`src/core/uml_defines.svh`:
```
// How it works
// - Writing one to control bit 4 enters internal loopback diagnostic mode.
// - In loopback the serial output pin is held at mark, logic one.
// - In loopback the external serial input pin is ignored by the receiver.
// - In loopback the transmit shift output feeds the receive shift input.
// - In loopback the four external modem status inputs are disconnected.
// - In loopback both modem control output pins are forced high, inactive.
// - Receive and transmit interrupts keep working in loopback mode.
// - In loopback modem status comes from control bits 3..0, still interrupt-gated.
// - Outside loopback, control bit 1 drives request-to-send low when set; bit 0 terminal-ready likewise.
`ifndef UML_DEFINES_SVH
`define UML_DEFINES_SVH
`define UML_OFS_MCTRL    12'h010
`define UML_OFS_ISTAT    12'h020
`define UML_OFS_IMASK    12'h024
`define UML_OFS_MSTAT    12'h028
`define UML_BIT_DTR      0
`define UML_BIT_RTS      1
`define UML_BIT_OUT1     2
`define UML_BIT_OUT2     3
`define UML_BIT_LOOP     4
`define UML_MCTRL_MASK   8'h1f
`define UML_MCTRL_RESET  8'h00
`define UML_IRQ_W        3
`define UML_IRQ_RX       0
`define UML_IRQ_TX       1
`define UML_IRQ_MODEM    2
`endif

```
`src/core/uml_pkg.sv`:
```
package uml_pkg;
    typedef logic [7:0]  uml_byte_t;
    typedef logic [3:0]  uml_modem_t;
    typedef enum logic [1:0] {
        UML_APB_IDLE   = 2'b00,
        UML_APB_ACCESS = 2'b01
    } uml_apb_e;
    typedef struct packed {
        logic [2:0] sync0;
        logic [2:0] sync1;
        logic [2:0] sync2;
        logic       value;
    } uml_sync_s;
    typedef struct packed {
        uml_modem_t ff1;
        uml_modem_t ff2;
        uml_modem_t ff3;
        uml_modem_t value;
    } uml_msync_s;
endpackage

```
`src/core/uml_pin_sync.sv`:
```
`timescale 1ns/1ps
// Three-stage pin synchroniser; level accepted once stages two and three agree
module uml_pin_sync (
    // Clock and reset
    input  wire logic sys_clk,
    input  wire logic arst_n,
    // Pin and result
    input  wire logic pin,
    output logic      level
);
    import uml_pkg::*;
    logic [2:0] chain;
    logic       next_level;
    always_comb begin
        next_level = (chain[1] == chain[2]) ? chain[2] : level;
    end
    always_ff @(posedge sys_clk or negedge arst_n) begin
        if (!arst_n) begin
            chain <= 3'h7;
            level <= 1'b1;
        end else begin
            chain <= {chain[1:0], pin};
            level <= next_level;
        end
    end
endmodule

```
`src/core/uml_modem_sync.sv`:
```
`timescale 1ns/1ps
// Four modem status pins, each through a three-stage synchroniser
module uml_modem_sync (
    // Clock and reset
    input  wire logic         sys_clk,
    input  wire logic         arst_n,
    // Pins, active low, and synchronised levels
    input  wire uml_pkg::uml_modem_t pins_n,
    output uml_pkg::uml_modem_t      levels_n
);
    import uml_pkg::*;
    uml_msync_s st;
    uml_msync_s next_st;
    always_comb begin
        next_st       = st;
        next_st.ff1   = pins_n;
        next_st.ff2   = st.ff1;
        next_st.ff3   = st.ff2;
        for (int i = 0; i < 4; i++) begin
            if (st.ff2[i] == st.ff3[i]) begin
                next_st.value[i] = st.ff3[i];
            end
        end
    end
    always_ff @(posedge sys_clk or negedge arst_n) begin
        if (!arst_n) begin
            st <= {16{1'b1}};
        end else begin
            st <= next_st;
        end
    end
    assign levels_n = st.value;
endmodule

```
`src/core/uml_modem_loop.sv`:
```
`timescale 1ns/1ps
`include "uml_defines.svh"
module uml_modem_loop (
    // Clock and reset
    input  wire logic        sys_clk,
    input  wire logic        arst_n,
    // APB slave
    input  wire logic        psel,
    input  wire logic        penable,
    input  wire logic        pwrite,
    input  wire logic [11:0] paddr,
    input  wire logic [31:0] pwdata,
    output logic [31:0]      prdata,
    output logic             pready,
    output logic             pslverr,
    // Serial pins
    input  wire logic        serial_rx_pin,
    output logic             serial_tx_pin,
    // Modem pins, active low
    input  wire logic        clear_to_send_in_n,
    input  wire logic        data_set_ready_in_n,
    input  wire logic        carrier_detect_in_n,
    input  wire logic        ring_indicator_in_n,
    output logic             terminal_ready_out_n,
    output logic             request_send_out_n,
    // Core-side serial paths
    input  wire logic        tx_shift_out,
    output logic             rx_shift_in,
    // Core interrupt events
    input  wire logic        rx_event,
    input  wire logic        tx_event,
    // Modem status to core, active high: cts, dsr, ri, dcd
    output uml_pkg::uml_modem_t modem_status,
    output logic             irq
);
    import uml_pkg::*;

    typedef struct packed {
        uml_byte_t              mctrl;
        logic [`UML_IRQ_W-1:0]  istat;
        logic [`UML_IRQ_W-1:0]  imask;
        uml_modem_t             mstat;
        uml_apb_e               bus;
        logic [31:0]            rdata;
        logic                   ready;
        logic                   slverr;
        logic                   tx_pin;
        logic                   rx_in;
        logic                   dtr_n;
        logic                   rts_n;
        logic                   irq;
    } uml_state_s;

    uml_state_s st;
    uml_state_s next_st;
    logic       rx_pin_s;
    uml_modem_t ext_n;

    function automatic logic hit(input logic [11:0] a, input logic [11:0] ofs);
        hit = (a[11:2] == ofs[11:2]);
    endfunction

    uml_pin_sync u_rx_sync (
        .sys_clk (sys_clk),
        .arst_n  (arst_n),
        .pin     (serial_rx_pin),
        .level   (rx_pin_s)
    );

    uml_modem_sync u_modem_sync (
        .sys_clk  (sys_clk),
        .arst_n   (arst_n),
        .pins_n   ({carrier_detect_in_n, ring_indicator_in_n,
                    data_set_ready_in_n, clear_to_send_in_n}),
        .levels_n (ext_n)
    );

    always_comb begin
        logic       loop;
        uml_modem_t src;
        logic [`UML_IRQ_W-1:0] ev;
        logic       rd;
        logic       wr;
        next_st = st;
        loop    = st.mctrl[`UML_BIT_LOOP];
        rd      = 1'b0;
        wr      = 1'b0;
        src     = '0;
        ev      = '0;
        // Modem status: internal control bits in loopback
        if (loop) begin
            // cts<-rts, dsr<-dtr, ri<-out1, dcd<-out2
            src = {st.mctrl[`UML_BIT_OUT2], st.mctrl[`UML_BIT_OUT1],
                   st.mctrl[`UML_BIT_DTR], st.mctrl[`UML_BIT_RTS]};
        end else begin
            src = ~ext_n;
        end
        next_st.mstat = src;
        ev[`UML_IRQ_RX]    = rx_event;
        ev[`UML_IRQ_TX]    = tx_event;
        ev[`UML_IRQ_MODEM] = (src != st.mstat);
        // APB
        next_st.ready  = 1'b0;
        next_st.slverr = 1'b0;
        case (st.bus)
            UML_APB_IDLE: begin
                if (psel && !penable) begin
                    next_st.bus = UML_APB_ACCESS;
                end
            end
            UML_APB_ACCESS: begin
                if (psel && penable && !st.ready) begin
                    next_st.ready = 1'b1;
                    next_st.rdata = 32'h0;
                    if (pwrite) begin
                        wr = 1'b1;
                    end else begin
                        rd = 1'b1;
                    end
                    if (hit(paddr, `UML_OFS_MCTRL)) begin
                        next_st.rdata = {24'h0, st.mctrl};
                    end else if (hit(paddr, `UML_OFS_ISTAT)) begin
                        next_st.rdata = {29'h0, st.istat};
                    end else if (hit(paddr, `UML_OFS_IMASK)) begin
                        next_st.rdata = {29'h0, st.imask};
                    end else if (hit(paddr, `UML_OFS_MSTAT)) begin
                        next_st.rdata = {28'h0, st.mstat};
                    end else begin
                        next_st.slverr = 1'b1;
                    end
                end else if (st.ready) begin
                    next_st.bus = (psel && !penable) ? UML_APB_ACCESS : UML_APB_IDLE;
                end
            end
            default: begin
                next_st.bus = UML_APB_IDLE;
            end
        endcase
        if (wr && hit(paddr, `UML_OFS_MCTRL)) begin
            next_st.mctrl = pwdata[7:0] & `UML_MCTRL_MASK;
        end
        if (wr && hit(paddr, `UML_OFS_IMASK)) begin
            next_st.imask = pwdata[`UML_IRQ_W-1:0];
        end
        // Read clears; a same-cycle event survives
        if (rd && hit(paddr, `UML_OFS_ISTAT)) begin
            next_st.istat = ev;
        end else begin
            next_st.istat = st.istat | ev;
        end
        next_st.irq = |(next_st.istat & next_st.imask);
        // Pins, from the next control value
        if (next_st.mctrl[`UML_BIT_LOOP]) begin
            next_st.tx_pin = 1'b1;
            next_st.rx_in  = tx_shift_out;
            next_st.dtr_n  = 1'b1;
            next_st.rts_n  = 1'b1;
        end else begin
            next_st.tx_pin = tx_shift_out;
            next_st.rx_in  = rx_pin_s;
            next_st.dtr_n  = ~next_st.mctrl[`UML_BIT_DTR];
            next_st.rts_n  = ~next_st.mctrl[`UML_BIT_RTS];
        end
    end

    always_ff @(posedge sys_clk or negedge arst_n) begin
        if (!arst_n) begin
            st        <= '0;
            st.mctrl  <= `UML_MCTRL_RESET;
            st.bus    <= UML_APB_IDLE;
            st.tx_pin <= 1'b1;
            st.rx_in  <= 1'b1;
            st.dtr_n  <= 1'b1;
            st.rts_n  <= 1'b1;
        end else begin
            st <= next_st;
        end
    end

    assign prdata               = st.rdata;
    assign pready               = st.ready;
    assign pslverr              = st.slverr;
    assign serial_tx_pin        = st.tx_pin;
    assign rx_shift_in          = st.rx_in;
    assign terminal_ready_out_n = st.dtr_n;
    assign request_send_out_n   = st.rts_n;
    assign modem_status         = st.mstat;
    assign irq                  = st.irq;
endmodule

```
`config.mk`:
```
export PLATFORM = sky130hd
export DESIGN_NAME = uml_modem_loop
export DESIGN_NICKNAME = d
export VERILOG_FILES = /design/src/core/uml_pkg.sv /design/src/core/uml_pin_sync.sv /design/src/core/uml_modem_sync.sv /design/src/core/uml_modem_loop.sv
export VERILOG_INCLUDE_DIRS = /design/src /design/src/core
export SDC_FILE = /design/constraint.sdc
export NUM_CORES = 1
export LEC_CHECK = 0
export ABC_AREA = 1
export BUFFER_PORTS_ARGS = -buffer_cell sky130_fd_sc_hd__buf_2
export CAP_MARGIN = 20
export CORE_UTILIZATION = 51
export DETAILED_ROUTE_END_ITERATION = 16
export PLACE_DENSITY = 0.92
export SETUP_SLACK_MARGIN = 0.2
export SLEW_MARGIN = 20
export SYNTH_ARGS = -nofsm -noshare
export SYNTH_HDL_FRONTEND = slang
export SYNTH_SLANG_ARGS = --single-unit
```
`constraint.sdc`:
```
create_clock -name sys_clk -period 2.5 [get_ports sys_clk]
set_clock_uncertainty 0.05 [all_clocks]
set_input_delay 0.25 -clock sys_clk [delete_from_list [all_inputs] [get_ports sys_clk]]
set_output_delay 0.25 -clock sys_clk [all_outputs]
set_load 0.1 [all_outputs]
```
==> Implementation_results.wiki, run 1 <==
{| class="wikitable"
! Metric !! Value
|-
| Count of nets left with antenna violations after detail routing || 0
|-
| Number of diodes || 0
|-
| Combinational family with the most area after synthesis || simple AND/OR/NAND/NOR gates
|-
| Async set-or-reset flop fraction in the synthesized netlist || 100%
|-
| Portion of the post-synthesis area used by sequential elements || approximately 53%
|-
| Run status || completed
|-
| Setup slack of the critical path after layout || 952 ps
|-
| Most instantiated library cell after synthesis || sky130_fd_sc_hd__nand2_1
|-
| Number of distinct standard cells referenced by the synthesized netlist || 27
|-
| Number of top-level pins || 100
|-
| Number of buffers created by CTS || 5
|-
| Instance count on the critical path || 1
|-
| Transition time at the pin with the least slew margin || 833 ps
|-
| Clock insertion delay at the later pin of the skew report || 300 ps
|-
| CP peak stage delay || around 530 ps
|-
| Antenna violations before repair || 0
|-
| Number of cells produced by synthesis || 242
|-
| Via count of the first global-routing pass || around 1,600
|-
| Area grow syn2layout || 11.7%
|-
| Register clock-pin slew on the reported worst setup and hold paths || ~90 ps
|-
| Routability congestion estimate || 0.888
|-
| Critical path peak fanout || 1
|-
| Initial cell density of the core || between 50 and 60%
|-
| Time the worst path needs with I/O delays and setup || about 1500 ps
|-
| Critical-path top delay cell || sky130_fd_sc_hd__dfstp_2
|-
| RSZ-0062 raised after global routing || no
|-
| Leakage power figure || roughly 1.3 nW
|-
| Worst hold margin || slightly below 3 ps
|-
| CP Data Arrival Time || 1250 ps
|-
| Launching element type of the critical path || flop
|-
| Multiplexer share of the synthesized area || 0%
|-
| Syn Std Cell Area || approximately 2300 um2
|-
| Final Max Slew Viols || 0
|-
| DRC Markers || 0
|-
| Power density over the cells || approximately 670 nW/um2
|-
| Final hold viol count || 0
|-
| Area contributors post-synth || sky130_fd_sc_hd__dfstp_2 (27%), sky130_fd_sc_hd__dfrtp_1 (26%), sky130_fd_sc_hd__buf_4 (12%), sky130_fd_sc_hd__nand2_1 (9.8%), sky130_fd_sc_hd__inv_1 (3.7%)
|-
| Clock tree from TritonCTS || built
|-
| Net count, final || ~340
|-
| Vert. Die Dim || 69.2 um
|-
| Core outline area || 4350 um2
|-
| Final setup violation count || 0
|-
| WS Path Type || flop to output pin
|-
| Port bufs || between 40 and 50
|-
| Drt total wl || 3.84 mm
|-
| Basic-gate share of the synthesized area counting and, or, nand and nor cells || about a quarter
|-
| Total congestion overflow || 0
|-
| Share of synthesized cell area in full adder, half adder and majority cells || 2.17%
|-
| Final cell utilization of the core || between 50% and 60%
|-
| Fraction of layout cells with a size suffix above 1 || about a third
|-
| # resized after CTS || 0
|-
| Number of vias after detailed routing || 1,611
|-
| Number of synthesized register bits || 48
|-
| Compound-gate portion of the synthesized area || under 10%
|-
| Post-synthesis cell type with the largest combined area || sky130_fd_sc_hd__dfstp_2
|-
| Site Rows || 24
|-
| Total number of yosys warnings || 0
|-
| Setup WS pre-CTS || between 800 and 900 ps
|-
| Top post-synthesis cells by count || sky130_fd_sc_hd__nand2_1 (60), sky130_fd_sc_hd__buf_4 (36), sky130_fd_sc_hd__dfrtp_1 (24), sky130_fd_sc_hd__dfstp_2 (24), sky130_fd_sc_hd__inv_1 (23)
|-
| Post-route insts no fill || between 300 and 400
|-
| Total routing resource utilization after global routing || between 10% and 20%
|-
| Number of clock sinks || 48
|-
| Data required time of the critical path || about 2200 ps
|-
| Slew margin rel. || around 44%
|-
| Clock buffer depth || 2
|-
| Main flop type after synthesis || sky130_fd_sc_hd__dfstp_2
|-
| Share of the cycle needed by the critical path after routing || slightly above 60%
|-
| Sequence of cells on the critical path || buf_2
|-
| Number of search-and-repair iterations in the first detailed-routing pass || 4
|-
| Average vias per placed instance || ~4.7
|-
| Max VDD drop || 0.523 mV
|-
| Class of the most critical hold timing path || input port to asynchronous set/reset pin
|-
| Synth top area share || 27.3%
|-
| Placed cell count || around 330
|-
| Largest delay contributor family on the critical path || flip-flops
|-
| Die Footprint || 4790 um2
|-
| Maximum operating frequency || 0.646 GHz
|-
| Routed WL per cell || between 10 and 15 um
|-
| Synthesized area per cell || ~9.5 um2
|-
| Maximum number of pins on one net before global-route repair || 41
|-
| Horizontal die dimension || just under 70 um
|-
| First-iteration detailed-routing DRC count || 134
|-
| Xor and xnor fraction of the mapped netlist area || 0%
|-
| Root Buffer Master || sky130_fd_sc_hd__clkbuf_8
|-
| Register-to-Register Path Depth || 10
|-
| Max H-tree Level || 2
|-
| Setup TNS || 0 ps
|-
| Kind of capture point of the worst setup path || output pin
|-
| Global-route wire length before repair || ~6.7 mm
|-
| Maximum capacitance violations || 0
|-
| DP Wirelength || roughly 2.9 mm
|-
| Number of synthesized flops with an enable pin || 0
|-
| Number of buffers and inverters on the critical path || 1
|}
through the flow:
stage,instance area (um2),power (W)
6_report,2580,0.00173
5_1_grt,2580,0.00180
4_1_cts,2580,0.00175
3_5_place_dp,2410,0.00120
3_3_place_gp,2410,0.00120
2_1_floorplan,2400,0.00118
cell families (layout without fill, tap and decap cells):
kind of cell / after synthesis / after routing
AND/OR/NAND/NOR: 112 / 112
buffers and inverters: 63 / 83
flip-flops: 48 / 48
AO/OA/AOI/OAI: 13 / 13
adder cells (fa/ha/maj): 5 / 5
other: 1 / 27
sequential cells by signal (all words and copies together), names as in the netlist, 3 cells and up:
register / flops
u_modem_sync.levels_n: 4
prdata: 5
modem_status: 4
st: 12
u_modem_sync.next_st: 8
u_rx_sync.chain: 3
u_modem_sync.st: 4
worst paths after layout:
| kind | end | slack, ps | from |
|---|---|---|---|
| hold reg to reg | u_rx_sync.chain[1]$_DFF_PN1_ | 310 | u_rx_sync.chain[0]$_DFF_PN1_ |
| max in group asynchronous | u_modem_sync.st[6]$_DFF_PN1_ | 1690 | arst_n |
| hold / removal | st[52]$_DFF_PN0_ | 3 | arst_n |
| setup reg to reg | irq$_DFF_PN0_ | 990 | st[55]$_DFF_PN0_ |
| min in group sys_clk | st[48]$_DFF_PN0_ | 100 | rx_event |
| setup / recovery | terminal_ready_out_n | 950 | terminal_ready_out_n$_DFF_PN1_ |
placed cells by master, fill, tap and decap left out, types with 3 or more instances in the layout:
cell / instances
sky130_fd_sc_hd__nand2_2: 3
sky130_fd_sc_hd__inv_1: 23
sky130_fd_sc_hd__nand2_1: 60
sky130_fd_sc_hd__dlygate4sd3_1: 5
sky130_fd_sc_hd__dfstp_2: 24
sky130_fd_sc_hd__clkbuf_8: 6
sky130_fd_sc_hd__nand2_4: 3
sky130_fd_sc_hd__nand3b_1: 3
sky130_fd_sc_hd__o21ai_0: 3
sky130_fd_sc_hd__buf_2: 43
sky130_fd_sc_hd__dfrtp_1: 24
sky130_fd_sc_hd__a21oi_1: 6
sky130_fd_sc_hd__inv_2: 3
sky130_fd_sc_hd__nand4_1: 7
sky130_fd_sc_hd__maj3_1: 5
sky130_fd_sc_hd__nor2_1: 12
sky130_fd_sc_hd__nand3_1: 13
sky130_fd_sc_hd__conb_1: 27
layout make-up:
cell class                      instances  area, um2
Clock buffer                            7        108
Tap cell                               52       65.1
Inverter                               26       97.6
Timing Repair Buffer                   49        273
Clock inverter                          1       8.76
Sequential cell                        48       1230
Fill cell                             367       1780
Multi-Input combinational cell        157        793
worst register-to-register path: stages (launching register included):
cell	delay, ps
sky130_fd_sc_hd__dfrtp_1	460
sky130_fd_sc_hd__inv_2	180
sky130_fd_sc_hd__nand2_1	110
sky130_fd_sc_hd__nand2_1	90
sky130_fd_sc_hd__nand2_1	50
sky130_fd_sc_hd__nand2_1	50
sky130_fd_sc_hd__nand2_1	50
sky130_fd_sc_hd__nor2_1	130
sky130_fd_sc_hd__nand2_1	110
sky130_fd_sc_hd__nand2_1	80
sky130_fd_sc_hd__nand3_2	50
where the power goes:
part	switching [W]	total (W)	internal (W)
Sequential	0.0000153	0.000840	0.000825
Combinational	0.000307	0.000354	0.0000472
Clock	0.000249	0.000536	0.000287
what timing repair did:
action	in CTS	in global routing
setup endpoints to repair	0	0
buffers inserted	0	0
endpoints found under the hold margin	5	0
hold buffers	5	0
metal layers:
layer | global-route usage, % | vias to the layer above | share of wire [%] | wire (um)
met3 | 5.67 | 5 | 5.7 | 219
met5 | 0 | - | 0 | 0
li1 | - | 788 | - | -
met1 | 23.0 | 767 | 44 | 1680
met4 | 4.54 | 0 | 0.89 | 34
met2 | 28.6 | 51 | 49 | 1900
Note: power is estimated with default switching activity, not from simulation.
==> run 2, diff against run 1 <==
--- a/config.mk
+++ b/config.mk
@@ -9,9 +9,9 @@
 export ABC_AREA = 1
 export BUFFER_PORTS_ARGS = -buffer_cell sky130_fd_sc_hd__buf_2
 export CAP_MARGIN = 20
-export CORE_UTILIZATION = 51
+export CORE_UTILIZATION = 47
 export DETAILED_ROUTE_END_ITERATION = 16
-export PLACE_DENSITY = 0.92
+export PLACE_DENSITY = 0.86
 export SETUP_SLACK_MARGIN = 0.2
 export SLEW_MARGIN = 20
 export SYNTH_ARGS = -nofsm -noshare
==> constraint.sdc (replaced) <==
create_clock -name sys_clk -period 1.6 [get_ports sys_clk]
set_clock_uncertainty 0.05 [all_clocks]
set_input_delay 0.16 -clock sys_clk [delete_from_list [all_inputs] [get_ports sys_clk]]
set_output_delay 0.16 -clock sys_clk [all_outputs]
set_load 0.1 [all_outputs]
==> run 2 against run 1 <==
Compared with the run above:
- global-route usage down 1.1 points
- first-iteration DRC count fell by 42%
- clock power increased by 38%
- sequential cell count stayed put
- register-to-register slack worse by 820 ps
- total power up 52%
- design area increased by 6.2%
- final cell count grew 6.8%
- die area up 8.3%
- critical path depth increased by 7
- highest routed layer unchanged
==> Implementation_results.wiki, run 2 (synthesis results as in run 1) <==
{| class="wikitable"
! Metric !! Value
|-
| Reg with most FFs || st
|-
| Area grow syn2layout || 18.6%
|-
| Clock tree from TritonCTS || built
|-
| Horizontal die dimension || ~72 um
|-
| Max VDD drop || between 0.6 and 0.7 mV
|-
| Root Buffer Master || sky130_fd_sc_hd__clkbuf_8
|-
| Flip-flop count of the largest register, all copies and words added || 12
|-
| Fraction of layout cells with a size suffix above 1 || 39.5%
|-
| Global-route wire length before repair || 6.62 mm
|-
| Commonest non-fill, non-tap cell in the layout || sky130_fd_sc_hd__nand2_1
|-
| Average vias per placed instance || ~4.6
|-
| Final setup violation count || 0
|-
| Kind of capture point of the worst setup path || flop
|-
| Number of diodes || 0
|-
| Routed WL per cell || roughly 11 um
|-
| Net count, final || 352
|-
| Switching pwr || roughly 0.00090 W
|-
| Most frequent cells in the layout || sky130_fd_sc_hd__nand2_1 (54), sky130_fd_sc_hd__buf_2 (36), sky130_fd_sc_hd__conb_1 (27)
|-
| Share of the cycle needed by the critical path after routing || between 80% and 90%
|-
| CP Data Arrival Time || 1620 ps
|-
| Routability congestion estimate || just over 0.8
|-
| Leakage power figure || 1.35 nW
|-
| Clock insertion delay at the later pin of the skew report || roughly 300 ps
|-
| Maximum operating frequency || approximately 0.7 GHz
|-
| Clk network pwr share || approximately 28%
|-
| Max H-tree Level || 2
|-
| Sequential fraction of design power || around half
|-
| Final cell utilization of the core || between 50% and 60%
|-
| WS Path Type || flop to flop
|-
| Count of nets left with antenna violations after detail routing || 0
|-
| Setup TNS || 0 ps
|-
| Core outline area || roughly 4700 um2
|-
| Data required time of the critical path || 1780 ps
|-
| Port bufs || 43
|-
| Total routing resource utilization after global routing || 16.6%
|-
| Maximum capacitance violations || 0
|-
| Maximum number of pins on one net before global-route repair || 49
|-
| Number of clock sinks || 48
|-
| Initial cell density of the core || between 40 and 50%
|-
| Filler cell count in the final layout || around 410
|-
| Vert. Die Dim || 72.0 um
|-
| Class of the most critical hold timing path || input port to flop
|-
| Drt total wl || between 4 and 5 mm
|-
| DRC Markers || 0
|-
| Fraction of power spent switching nets || 34.1%
|-
| Clock buffer depth || 2
|-
| Final hold viol count || 0
|-
| DP Wirelength || ~2.8 mm
|-
| Via count of the first global-routing pass || around 1,500
|-
| Total congestion overflow || 0
|-
| Final Max Slew Viols || 0
|-
| Number of buffers created by CTS || 5
|-
| Critical path peak fanout || 6
|-
| Antenna violations before repair || 0
|-
| Register clock-pin slew on the reported worst setup and hold paths || around 80 ps
|-
| Run status || completed
|-
| Comb power frac || around 22%
|-
| Number of search-and-repair iterations in the first detailed-routing pass || 4
|-
| First-iteration detailed-routing DRC count || 78
|-
| Die Footprint || approximately 5200 um2
|-
| Number of top-level pins || 100
|-
| Power density over the cells || a little under 1000 nW/um2
|-
| Number of vias after detailed routing || between 1,500 and 2,000
|-
| Site Rows || 25
|-
| Launching element type of the critical path || flop
|-
| RSZ-0062 raised after global routing || yes
|-
| Internal portion of total power || 0.00174 W
|-
| Time the worst path needs with I/O delays and setup || roughly 1400 ps
|}
[run 2: metrics by stage]
stage | hold WS [ps] | total power, W | cell area, um2 | instances | setup WS [ps]
2_1_floorplan | -186 | 0.00185 | 2410 | 268 | 34.8
3_3_place_gp | 103 | 0.00188 | 2460 | 343 | 111
3_5_place_dp | 108 | 0.00189 | 2460 | 343 | 86.5
4_1_cts | 13.4 | 0.00265 | 2690 | 362 | 116
5_1_grt | 35.3 | 0.00273 | 2740 | 363 | 62.9
6_report | 23.1 | 0.00264 | 2740 | 363 | 165
[run 2: metal layers]
metal	vias to the layer above	wire, um	track usage (%)
li1	807	-	-
met1	800	1790	20.4
met2	61	2120	28.5
met3	7	186	3.89
met4	0	53	6.10
met5	-	0	0
[run 2: layout make-up]
type                       count  area (um2)  area share [%]
multi-input combinational    158         848            31.0
timing repair buffer          56         369            13.5
tap                           67        83.8            3.06
clock buffer                   7        86.3            3.16
inverter                      26         103            3.75
clock inverter                 1        8.76           0.320
sequential                    48        1240            45.2
[run 2: path summary, 6_finish.rpt]
path,start,endpoint,slack (ps),cells after the start
hold reg to reg,u_modem_sync.next_st[8]$_DFF_PN1_,u_modem_sync.next_st[4]$_DFF_PN1_,300,0
min in group asynchronous,arst_n,modem_status[2]$_DFF_PN0_,310,3
hold / removal,rx_event,st[48]$_DFF_PN0_,20,3
max in group asynchronous,arst_n,u_rx_sync.chain[2]$_DFF_PN1_,910,3
setup / recovery,pready$_DFF_PN0_,rx_shift_in$_DFF_PN1_,170,8
setup reg to reg,pready$_DFF_PN0_,rx_shift_in$_DFF_PN1_,170,8
[run 2: critical path, cell delays in order, from the launching register on]
cell,delay [ps]
sky130_fd_sc_hd__dfrtp_4,480
sky130_fd_sc_hd__inv_2,70
sky130_fd_sc_hd__nand2_4,60
sky130_fd_sc_hd__nor3_4,150
sky130_fd_sc_hd__buf_6,150
sky130_fd_sc_hd__nand3_4,130
sky130_fd_sc_hd__nand2_4,100
sky130_fd_sc_hd__nand2_4,80
sky130_fd_sc_hd__o21ai_2,120
[run 2: repair_timing]
item                       in CTS  in global routing
hold buffers                    6                  0
gates cloned                    1                  0
setup endpoints to repair      14                 22
buffers inserted                4                  1
pin swaps                       3                  7
resized for setup              11                 12
hold endpoints to repair       29                  0
[run 2: power groups by stage]
stage / clock (W) / combinational (W) / sequential (W)
global route: 0.000802 / 0.000606 / 0.00133
detailed placement: 0 / 0.000549 / 0.00134
finish: 0.000738 / 0.000579 / 0.00132
floorplan: 0 / 0.000476 / 0.00137
global placement: 0 / 0.000545 / 0.00134
CTS: 0.000751 / 0.000575 / 0.00132
==> run 3, diff against run 2 <==
--- a/config.mk
+++ b/config.mk
@@ -7,6 +7,7 @@
 export NUM_CORES = 1
 export LEC_CHECK = 0
 export ABC_AREA = 1
+export ABC_CLOCK_PERIOD_IN_PS = 1400
 export BUFFER_PORTS_ARGS = -buffer_cell sky130_fd_sc_hd__buf_2
 export CAP_MARGIN = 20
 export CORE_UTILIZATION = 47
==> constraint.sdc (replaced) <==
create_clock -name sys_clk -period 1.4 [get_ports sys_clk]
set_clock_uncertainty 0.05 [all_clocks]
set_input_delay 0.14 -clock sys_clk [delete_from_list [all_inputs] [get_ports sys_clk]]
set_output_delay 0.14 -clock sys_clk [all_outputs]
set_load 0.1 [all_outputs]
==> run 3 against run 2 <==
Compared with the run above:
- the run now ends with setup timing left
- largest power group unchanged
- final cell count increased by 4.1%
- register-to-register slack got worse by 230 ps
- sequential share of layout area decreased by 4.3 points
- utilization increased by 6.1 points
- highest routed layer unchanged
- hold slack improved by 24 ps
- critical path depth unchanged
==> Implementation_results.wiki, run 3 (synthesis results as in run 1) <==
{| class="wikitable"
! Metric !! Value
|-
| Run status || complete, but fails checks
|-
| Violations in the final reports || setup timing
|-
| Most frequent cells in the layout || sky130_fd_sc_hd__nand2_1 (50), sky130_fd_sc_hd__buf_2 (28), sky130_fd_sc_hd__conb_1 (27)
|-
| Routed WL per cell || around 13 um
|-
| RSZ-0062 raised after global routing || yes
|-
| Initial cell density of the core || 48.8%
|-
| Count of nets left with antenna violations after detail routing || 0
|-
| Final cell utilization of the core || approximately 64%
|-
| Vert. Die Dim || 72.0 um
|-
| Class of the most critical hold timing path || input port to flop
|-
| Maximum number of pins on one net before global-route repair || 29
|-
| Reg with most FFs || st
|-
| Global-route wire length before repair || about 7 mm
|-
| Maximum operating frequency || around 0.68 GHz
|-
| Power density over the cells || 1030 nW/um2
|-
| Flip-flop count of the largest register, all copies and words added || 12
|-
| Kind of capture point of the worst setup path || flop
|-
| Final hold viol count || 0
|-
| Number of buffers created by CTS || 5
|-
| Number of search-and-repair iterations in the first detailed-routing pass || 4
|-
| Commonest non-fill, non-tap cell in the layout || sky130_fd_sc_hd__nand2_1
|-
| Clock buffer depth || 2
|-
| Transition time at the pin with the least slew margin || between 500 and 600 ps
|-
| Area grow syn2layout || 31.1%
|-
| Core outline area || 4720 um2
|-
| Leakage power figure || 1.47 nW
|-
| Number of diodes || 0
|-
| Worst hold margin || between 40 and 50 ps
|-
| Setup slack of the critical path after layout || -68.1 ps
|-
| Routability congestion estimate || 0.848
|-
| DP Wirelength || about 3.0 mm
|-
| Number of vias after detailed routing || roughly 1,800
|-
| Slew margin rel. || about 65%
|-
| Average vias per placed instance || between 4 and 5
|-
| Root Buffer Master || sky130_fd_sc_hd__clkbuf_8
|-
| Total routing resource utilization after global routing || between 10% and 20%
|-
| Fraction of layout cells with a size suffix above 1 || a little under half
|-
| Antenna violations before repair || 0
|-
| Total congestion overflow || 0
|-
| Launching element type of the critical path || flop
|-
| WS Path Type || flop to flop
|-
| Clock insertion delay at the later pin of the skew report || 310 ps
|-
| CP Data Arrival Time || around 1700 ps
|-
| Data required time of the critical path || roughly 1600 ps
|-
| Max H-tree Level || 2
|-
| Final setup violation count || 15
|-
| Maximum capacitance violations || 0
|-
| Critical path peak fanout || 6
|-
| Drt total wl || 4.86 mm
|-
| Via count of the first global-routing pass || between 1,500 and 2,000
|-
| Share of the cycle needed by the critical path after routing || 105%
|-
| Die Footprint || slightly above 5000 um2
|-
| Clock tree from TritonCTS || built
|-
| Max VDD drop || approximately 0.69 mV
|-
| Port bufs || 43
|-
| First-iteration detailed-routing DRC count || 93
|-
| Number of top-level pins || 100
|-
| Final Max Slew Viols || 0
|-
| Net count, final || ~370
|-
| Horizontal die dimension || 72.0 um
|-
| Number of clock sinks || 48
|-
| Site Rows || 25
|-
| Register clock-pin slew on the reported worst setup and hold paths || roughly 90 ps
|-
| Time the worst path needs with I/O delays and setup || between 1000 and 1500 ps
|-
| DRC Markers || 0
|}
[run 3: cell types whose count changed in the layout (fill, tap and decap cells not counted), sizes merged]
cell / previous run / this run
inv: 25 / 27
clkinvlp: 0 / 1
clkinv: 2 / 1
buf: 47 / 60
dlygate4sd3: 6 / 10
clkbuf: 10 / 6
[run 3: worst max-delay path, stage by stage, from the launching register on]
cell and delay, ps:
sky130_fd_sc_hd__dfrtp_4 480, sky130_fd_sc_hd__inv_2 70, sky130_fd_sc_hd__nand2_4 60, sky130_fd_sc_hd__nor3_4 150, sky130_fd_sc_hd__buf_6 140, sky130_fd_sc_hd__nand4_1 160, sky130_fd_sc_hd__nand2_4 190, sky130_fd_sc_hd__nand2_2 60
sky130_fd_sc_hd__o21ai_2 50
[run 3: metal layers]
metal / track usage [%] / part of all wire, %
met5: 0 / 0
met4: 9.80 / 2.7
met3: 4.44 / 6.7
met2: 29.1 / 54
met1: 22.2 / 37
[run 3: layout make-up]
| type | count | area [um2] |
|---|---|---|
| Clock buffer | 6 | 82.6 |
| Timing Repair Buffer | 70 | 599 |
| Tap cell | 67 | 83.8 |
| Timing Repair inverter | 1 | 7.51 |
| Fill cell | 356 | 1700 |
| Inverter | 26 | 100 |
| Clock inverter | 2 | 13.8 |
| Multi-Input combinational cell | 158 | 898 |
| Sequential cell | 48 | 1240 |
[run 3: through the flow]
step	instances	setup WS [ps]	cell area [um2]	TNS, ps	power (W)
floorplan	268	-165	2410	-1330	0.00212
global placement	349	-38.5	2560	-82.0	0.00217
detailed placement	349	-86.4	2560	-169	0.00218
CTS	371	-79.2	2870	-421	0.00309
global route	378	-225	3020	-1620	0.00323
finish	378	-68.1	3020	-513	0.00312
[run 3: path summary, 6_finish.rpt]
kind,start,endpoint,slack (ps),cells past startpoint
min in group asynchronous,arst_n,st[49]$_DFF_PN0_,220,2
min reg2reg,u_modem_sync.next_st[9]$_DFF_PN1_,u_modem_sync.next_st[5]$_DFF_PN1_,310,0
max reg2reg,pready$_DFF_PN0_,rx_shift_in$_DFF_PN1_,-70,8
max in group asynchronous,arst_n,u_modem_sync.next_st[7]$_DFF_PN1_,550,3
max,pready$_DFF_PN0_,rx_shift_in$_DFF_PN1_,-70,8
min,psel,st[39]$_DFFE_PN0P_,50,3
[run 3: power by group]
part	internal (W)	switching [W]
clock network	0.000404	0.000473
registers	0.00148	0.0000362
logic	0.000152	0.000581
[run 3: repair_timing]
item / CTS / global route
endpoints found under the hold margin: 23 / 0
pin swaps: 6 / 8
setup endpoints to repair: 38 / 30
setup buffers: 3 / 6
resized for setup: 22 / 30
hold buffers: 10 / 0
cloned: 1 / 1
